===== config.mk =====
export PLATFORM = sky130hd
export DESIGN_NAME = mcs_cmd_bank
export DESIGN_NICKNAME = d
export VERILOG_FILES = /design/src/logic/mcs_pkg.sv /design/src/logic/mcs_cmd_bank.sv
export SDC_FILE = /design/constraint.sdc
export NUM_CORES = 1
export LEC_CHECK = 0
export BUFFER_PORTS_ARGS = -buffer_cell sky130_fd_sc_hd__buf_2
export CAP_MARGIN = 30
export CORE_UTILIZATION = 50
export CTS_BUF_LIST = sky130_fd_sc_hd__clkbuf_4
export CTS_CLUSTER_SIZE = 12
export DETAILED_ROUTE_END_ITERATION = 16
export GPL_TIMING_DRIVEN = 0
export PLACE_DENSITY = 0.71
export SYNTH_ARGS = -nofsm -noshare
export SYNTH_HDL_FRONTEND = slang
export SYNTH_SLANG_ARGS = --single-unit

===== constraint.sdc =====
create_clock -name clk -period 3.3 [get_ports clk]
set_input_delay 0 -clock clk [delete_from_list [all_inputs] [get_ports clk]]
set_output_delay 0 -clock clk [all_outputs]
set_load 0.1 [all_outputs]

===== src/logic/mcs_pkg.sv =====
// Package: command codes, field layout, timing and carrier types for the mfr command bank
// Notes on behaviour
// RL1: 0xDC bit0: 0 internal, 1 remote sensor
// RL2: 0xDD returns on-offset high, off-offset low
// RL3: 0xDE returns signed output trim word
// RL4: 0xDF returns sixteen words, word15 on top
// RL5: Record each 8 s after ramp, sixteen words
// RL6: 0xE0 bits 0 and 1 reserved
// RL7: Bit7 set means writes need PEC byte
// RL8: Bit6 enables ratio tracking below threshold
// RL9: Bit5 picks linear or non-linear droop
// RL10: Bit3 enables adaptive ramp and loop comp
// RL11: Bit2 enables dynamic bus voltage
// RL12: Reserved bits and bit4 ignored, read zero
package mcs_pkg;

  // Command codes
  localparam logic [7:0] CMD_TEMP_SRC = 8'hDC;
  localparam logic [7:0] CMD_VIN_OFFSET = 8'hDD;
  localparam logic [7:0] CMD_VOUT_TRIM = 8'hDE;
  localparam logic [7:0] CMD_STATUS_HIST = 8'hDF;
  localparam logic [7:0] CMD_SPECIAL_OPT = 8'hE0;

  // Answer lengths in bytes
  localparam logic [5:0] LEN_BYTE = 6'h01;
  localparam logic [5:0] LEN_WORD = 6'h02;
  localparam logic [5:0] LEN_BLK4 = 6'h04;
  localparam logic [5:0] LEN_BLK32 = 6'h20;

  // Field positions
  localparam int TEMP_SRC_BIT = 0;
  localparam int OPT_DBV_BIT = 2;
  localparam int OPT_ART_BIT = 3;
  localparam int OPT_DLS_BIT = 5;
  localparam int OPT_HRR_BIT = 6;
  localparam int OPT_PEC_BIT = 7;
  localparam logic [7:0] OPT_WR_MASK = 8'hEC;

  // Reset values
  localparam logic [7:0] TEMP_SRC_RST = 8'h00;
  localparam logic [7:0] SPECIAL_OPT_RST = 8'h00;

  // History geometry and timing
  localparam int HIST_WORDS = 16;
  localparam logic [4:0] HIST_LAST = 5'h10;
  localparam int TIMER_W = 32;
  localparam int CLK_HZ = 100000000;
  localparam int HIST_INTERVAL_S = 8;
  localparam longint HIST_INTERVAL_CYC = longint'(HIST_INTERVAL_S) * longint'(CLK_HZ);

  // Recorder states, Gray along the path
  typedef enum logic [1:0] {
    REC_WAIT = 2'b00,
    REC_RUN = 2'b01,
    REC_DONE = 2'b11
  } mcs_rec_type;

  // Command from the PMBus engine
  typedef struct packed {
    logic valid;
    logic write;
    logic [7:0] code;
    logic [7:0] data;
    logic pec_ok;
  } mcs_cmd_type;

  // Answer to the PMBus engine
  typedef struct packed {
    logic valid;
    logic ack;
    logic [5:0] len;
    logic [255:0] data;
  } mcs_resp_type;

  // Option controls to the power stage
  typedef struct packed {
    logic temp_external;
    logic pec_required;
    logic hrr_enable;
    logic ratio_track;
    logic droop_nonlinear;
    logic adaptive_ramp_loop_comp_enable;
    logic dbv_enable;
  } mcs_ctl_type;

  // Whole block state
  typedef struct packed {
    logic [7:0] temp_src;
    logic [7:0] special_opt;
    mcs_rec_type rec;
    logic [TIMER_W-1:0] timer;
    logic [4:0] count;
    logic [HIST_WORDS-1:0][15:0] hist;
    mcs_resp_type resp;
    mcs_ctl_type ctl;
  } mcs_state_type;

endpackage : mcs_pkg


===== src/logic/mcs_cmd_bank.sv =====
// Manufacturer command bank: option registers, trim readback and status history recorder
`timescale 1ns/100ps
module mcs_cmd_bank
  import mcs_pkg::*;
#(
  parameter logic [TIMER_W-1:0] INTERVAL_CYC = TIMER_W'(HIST_INTERVAL_CYC)
)(
  input wire logic clk,
  input wire logic rst_b,
  input wire logic ce,
  input wire mcs_cmd_type cmd,
  input wire logic ramp_done,
  input wire logic [15:0] status_word,
  input wire logic [15:0] vin_offset_on,
  input wire logic [15:0] vin_offset_off,
  input wire logic [15:0] vout_trim,
  input wire logic vin_below_thr,
  output mcs_resp_type resp,
  output mcs_ctl_type ctl,
  output logic rec_busy,
  output logic rec_full
);

  mcs_state_type st_q;
  mcs_state_type st_d;
  logic [7:0] opt_next;
  logic wr_allowed;

  // Next state of the whole block
  always_comb
  begin
    st_d = st_q;
    opt_next = st_q.special_opt;
    wr_allowed = 1'b0;
    st_d.resp.valid = 1'b0;

    // Recorder: starts at ramp end, one sample per interval, stops at sixteen
    case (st_q.rec)
      REC_WAIT:
      begin
        if (ramp_done)
        begin
          st_d.rec = REC_RUN; // [RL5]
          st_d.timer = '0;
          st_d.count = '0;
        end
      end
      REC_RUN:
      begin
        if (st_q.timer == INTERVAL_CYC - TIMER_W'(1))
        begin
          st_d.timer = '0;
          st_d.hist[st_q.count[3:0]] = status_word; // [RL5]
          st_d.count = st_q.count + 5'h01;
          if (st_q.count + 5'h01 == HIST_LAST)
          begin
            st_d.rec = REC_DONE; // [RL5]
          end
        end
        else
        begin
          st_d.timer = st_q.timer + TIMER_W'(1);
        end
      end
      REC_DONE:
      begin
        // Only the first start-up after reset is kept; a later ramp is not recorded
        st_d.rec = REC_DONE;
      end
      default:
      begin
        st_d.rec = REC_WAIT;
      end
    endcase

    // Command decode; answered one cycle after the request
    if (cmd.valid)
    begin
      st_d.resp.valid = 1'b1;
      st_d.resp.ack = 1'b0;
      st_d.resp.len = '0;
      st_d.resp.data = '0;
      // A write lacking PEC while PEC is required is refused and changes nothing
      wr_allowed = cmd.write && (cmd.pec_ok || !st_q.special_opt[OPT_PEC_BIT]); // [RL7]
      case (cmd.code)
        CMD_TEMP_SRC:
        begin
          st_d.resp.len = LEN_BYTE;
          if (cmd.write)
          begin
            st_d.resp.ack = wr_allowed;
            if (wr_allowed)
            begin
              st_d.temp_src = {7'h00, cmd.data[TEMP_SRC_BIT]}; // [RL1]
            end
          end
          else
          begin
            st_d.resp.ack = 1'b1;
            st_d.resp.data = {248'h0, st_q.temp_src};
          end
        end
        CMD_VIN_OFFSET:
        begin
          // Read-only: a write is nacked
          st_d.resp.ack = !cmd.write;
          st_d.resp.len = LEN_BLK4;
          st_d.resp.data = {224'h0, vin_offset_on, vin_offset_off}; // [RL2]
        end
        CMD_VOUT_TRIM:
        begin
          st_d.resp.ack = !cmd.write;
          st_d.resp.len = LEN_WORD;
          st_d.resp.data = {240'h0, vout_trim}; // [RL3]
        end
        CMD_STATUS_HIST:
        begin
          st_d.resp.ack = !cmd.write;
          st_d.resp.len = LEN_BLK32;
          st_d.resp.data = st_q.hist; // [RL4]
        end
        CMD_SPECIAL_OPT:
        begin
          st_d.resp.len = LEN_BYTE;
          if (cmd.write)
          begin
            st_d.resp.ack = wr_allowed;
            if (wr_allowed)
            begin
              opt_next = cmd.data & OPT_WR_MASK; // [RL6] [RL12]
            end
          end
          else
          begin
            st_d.resp.ack = 1'b1;
            st_d.resp.data = {248'h0, st_q.special_opt};
          end
        end
        default:
        begin
          // Unsupported command: nack, zero length
          st_d.resp.ack = 1'b0;
        end
      endcase
    end
    st_d.special_opt = opt_next;

    // Controls follow the stored values; a new PEC setting applies from the next command
    st_d.ctl.temp_external = st_d.temp_src[TEMP_SRC_BIT]; // [RL1]
    st_d.ctl.pec_required = st_d.special_opt[OPT_PEC_BIT]; // [RL7]
    st_d.ctl.hrr_enable = st_d.special_opt[OPT_HRR_BIT]; // [RL8]
    st_d.ctl.ratio_track = st_d.special_opt[OPT_HRR_BIT] && vin_below_thr; // [RL8]
    st_d.ctl.droop_nonlinear = st_d.special_opt[OPT_DLS_BIT]; // [RL9]
    st_d.ctl.adaptive_ramp_loop_comp_enable = st_d.special_opt[OPT_ART_BIT]; // [RL10]
    st_d.ctl.dbv_enable = st_d.special_opt[OPT_DBV_BIT]; // [RL11]
  end

  // State register, frozen while ce is low unless rst_b is low
  always_ff @(posedge clk)
  begin
    if (!rst_b)
    begin
      st_q <= '0;
      st_q.temp_src <= TEMP_SRC_RST;
      st_q.special_opt <= SPECIAL_OPT_RST;
      st_q.rec <= REC_WAIT;
    end
    else if (ce)
    begin
      st_q <= st_d;
    end
  end

  // Outputs straight from the state flops
  assign resp = st_q.resp;
  assign ctl = st_q.ctl;
  assign rec_busy = (st_q.rec == REC_RUN);
  assign rec_full = (st_q.rec == REC_DONE);

endmodule : mcs_cmd_bank


==> qor.yml <==
cts_tree: "built"
dieArea_sq_um: 49800
grt_pass1_vias: 21700
worstMarginPinSlew_ps: 913
period_share_pct: 95.8
rsz0062_at_grt: "no"
report.final.setup_viol: 0
core_sq_um: 47900
required_ps: 4150
fillers: 3961
seq_area_frac_synth_pct: 46.2
globalRouteOverflowTotal: 0
die_w_um: 223
synth_warnings: 0
status: "finished clean"
dpl_worst_slack_ps: 353
setup_ws_ps: 139
fmax_mhz: 316
grt_max_degree: 17
seqCellArea_sq_um: 11300
wl_per_cell_um: 19.1
powerDensity_nw_per_um2: 446
synth-main-ff-cell: "dfxtp_1"
vias_per_cell: 5.34
finClkSkew_ps: 65.7
drc: 0
fin_crit_ps: 3160
synth-edff-count: 0
num_rows: 80
initial_core_util_pct: 51.0
p_total_mw: 13.7
grt_util_all_layers_pct: 31.2
root_buffer: "clkbuf_4"
gp_congestion: 0.909
clk_path_buf_depth: 3
ant_nets: 0
fin_cells: 4108
drv_cap: 0
htreeDepth: 4
netlist_instances: 2713
antenna_found_initial: 7
synth_cell_types: 55
multi_input_area_sq_um: 10100
die_y_um: 223
drt_wl_total_mm: 78.3
syn_area_per_cell_sq_um: 9.01
crit_type: "in2reg"
drive_gt1_share_pct: 28.3
drtPass1Iterations: 5
fin_nets: 3489
grt_pass1_wl_mm: 120
peakVddDrop_uv: 238
drv_slew: 0
cts_made_buffers: 144
portBuffers: 339
p_leak_nw: 12.5
area_growth_pct: 25.7
drt_iter0_drc: 1578
placedCellCount: 3668
dpl_cell_area_sq_um: 26900
clk_pin_slew_worst_paths_ps: 70
cts.sinks: 564
io_pins: 361
dp_hpwl_mm: 51.1
end_kind: "flip-flop"
clk_latency_ps: 990
final_util_pct: 64.1
hold_slack_ps: 125
vias: 22000
ys_ff_latch: 564
setup_tns_ps: 0
synthesis.area_sq_um: 24400
hold_class: "in2reg"
max-slew-margin-rel_pct: 39.1
crit_fanout: 5
crit_path_start_kind: "input pin"
synthArstFlopShare_pct: 0
r2r_setup_slack_ps: 230
hold_viol: 0
final_area_sq_um: 30700
arrival_ps: 4010
[final cells by class]
type | instances | area share [%]
sequential | 564 | 36.7
antenna | 8 | 0.0651
timing repair buffer | 535 | 11.9
clock buffer | 206 | 5.03
inverter | 10 | 0.122
multi-input combinational | 1650 | 32.8
tap | 615 | 2.50
clock inverter | 30 | 0.826
buffer | 490 | 10.1
[worst max-delay path, cell delays in order]
cell	delay, ps
dlygate4sd3_1	530
buf_2	150
dlygate4sd3_1	650
nor2_1	300
nand4_1	350
nor3_2	570
mux2i_1	270
dlygate4sd3_1	580
nor2b_1	50
dlygate4sd3_1	560
[timing repair]
item,in CTS,in global routing
endpoints found under the hold margin,385,0
setup endpoints to repair,0,17
gates resized for setup,0,14
setup buffers,0,2
hold buffers,194,0
[final timing paths]
| path | from | end | cells after the start |
|---|---|---|---|
| worst max-delay path | cmd[9] | st_q[573] | 10 |
| worst min-delay path | status_word[4] | st_q[499] | 4 |
| worst max register to register | st_q[532] | st_q[293] | 10 |
| worst min register to register | st_q[381] | st_q[381] | 2 |
[layer usage]
metal | vias to the layer above | global-route usage, % | wire length, um
li1 | 10300 | - | -
met1 | 10500 | 37.5 | 31800
met2 | 892 | 50.8 | 37100
met3 | 284 | 7.32 | 5310
met4 | 4 | 19.0 | 4090
met5 | - | 0 | 31
[report_power, final]
part,switching (mW),internal (mW),total (mW)
Combinational,0.502,0.340,0.843
Sequential,0.00964,6.81,6.82
Clock,2.82,3.24,6.05
[cell usage in the layout (no fill, tap or decap), types with 21 or more instances in the layout]
| cell type | count |
|---|---|
| and2_1 | 21 |
| a21boi_0 | 168 |
| a21boi_2 | 30 |
| a21boi_1 | 59 |
| dfxtp_1 | 564 |
| xnor2_1 | 26 |
| nand3_1 | 24 |
| nor2_1 | 55 |
| buf_2 | 385 |
| buf_4 | 273 |
| nand2_1 | 548 |
| nor2b_1 | 247 |
| dlygate4sd3_1 | 194 |
| clkbuf_4 | 206 |
| clkbuf_1 | 149 |
| o21ai_0 | 27 |
| mux2i_1 | 23 |
| a22oi_1 | 235 |
[flip-flops by register name (all words and copies together), names as in the netlist]
name,cells
ctl,1
st_q,301
resp,262
[cell families after synthesis]
kind of cell               count (synthesis)  share of synthesized area [%]
and+or+nand+nor                         1015                           20.6
DFF                                      564                           46.2
AOI/OAI and AO/OA                        558                           17.3
buffers and inverters                    500                           12.8
muxes                                     40                           1.77
xor gates and xnor gates                  29                           1.04
adders and majority gates                  6                          0.307
other                                      1                         0.0153
[synthesized netlist by cell type (7+ instances only)]
cell,instances,area (sq um)
a22o_1,15,131
nand2_2,10,62.6
buf_2,46,230
nor2b_1,249,1560
a21boi_0,168,1260
buf_6,7,78.8
buf_4,271,2030
a21boi_2,30,338
and2_1,21,131
mux2_2,16,180
clkbuf_8,10,138
a21boi_1,59,443
nand4_1,19,119
nand3_1,24,120
nor4_1,16,100
dfxtp_1,564,11300
nand2_1,548,2060
nor2_1,55,206
and3_1,7,43.8
o21ai_0,27,135
clkbuf_1,153,574
a22oi_1,235,1760
xnor2_1,26,228
and4_1,7,61.3
nor4_4,7,149
inv_1,10,37.5
a21oi_1,11,55.1
mux2i_1,23,230
nor3_1,11,55.1
(Power assumes the default switching activity.)
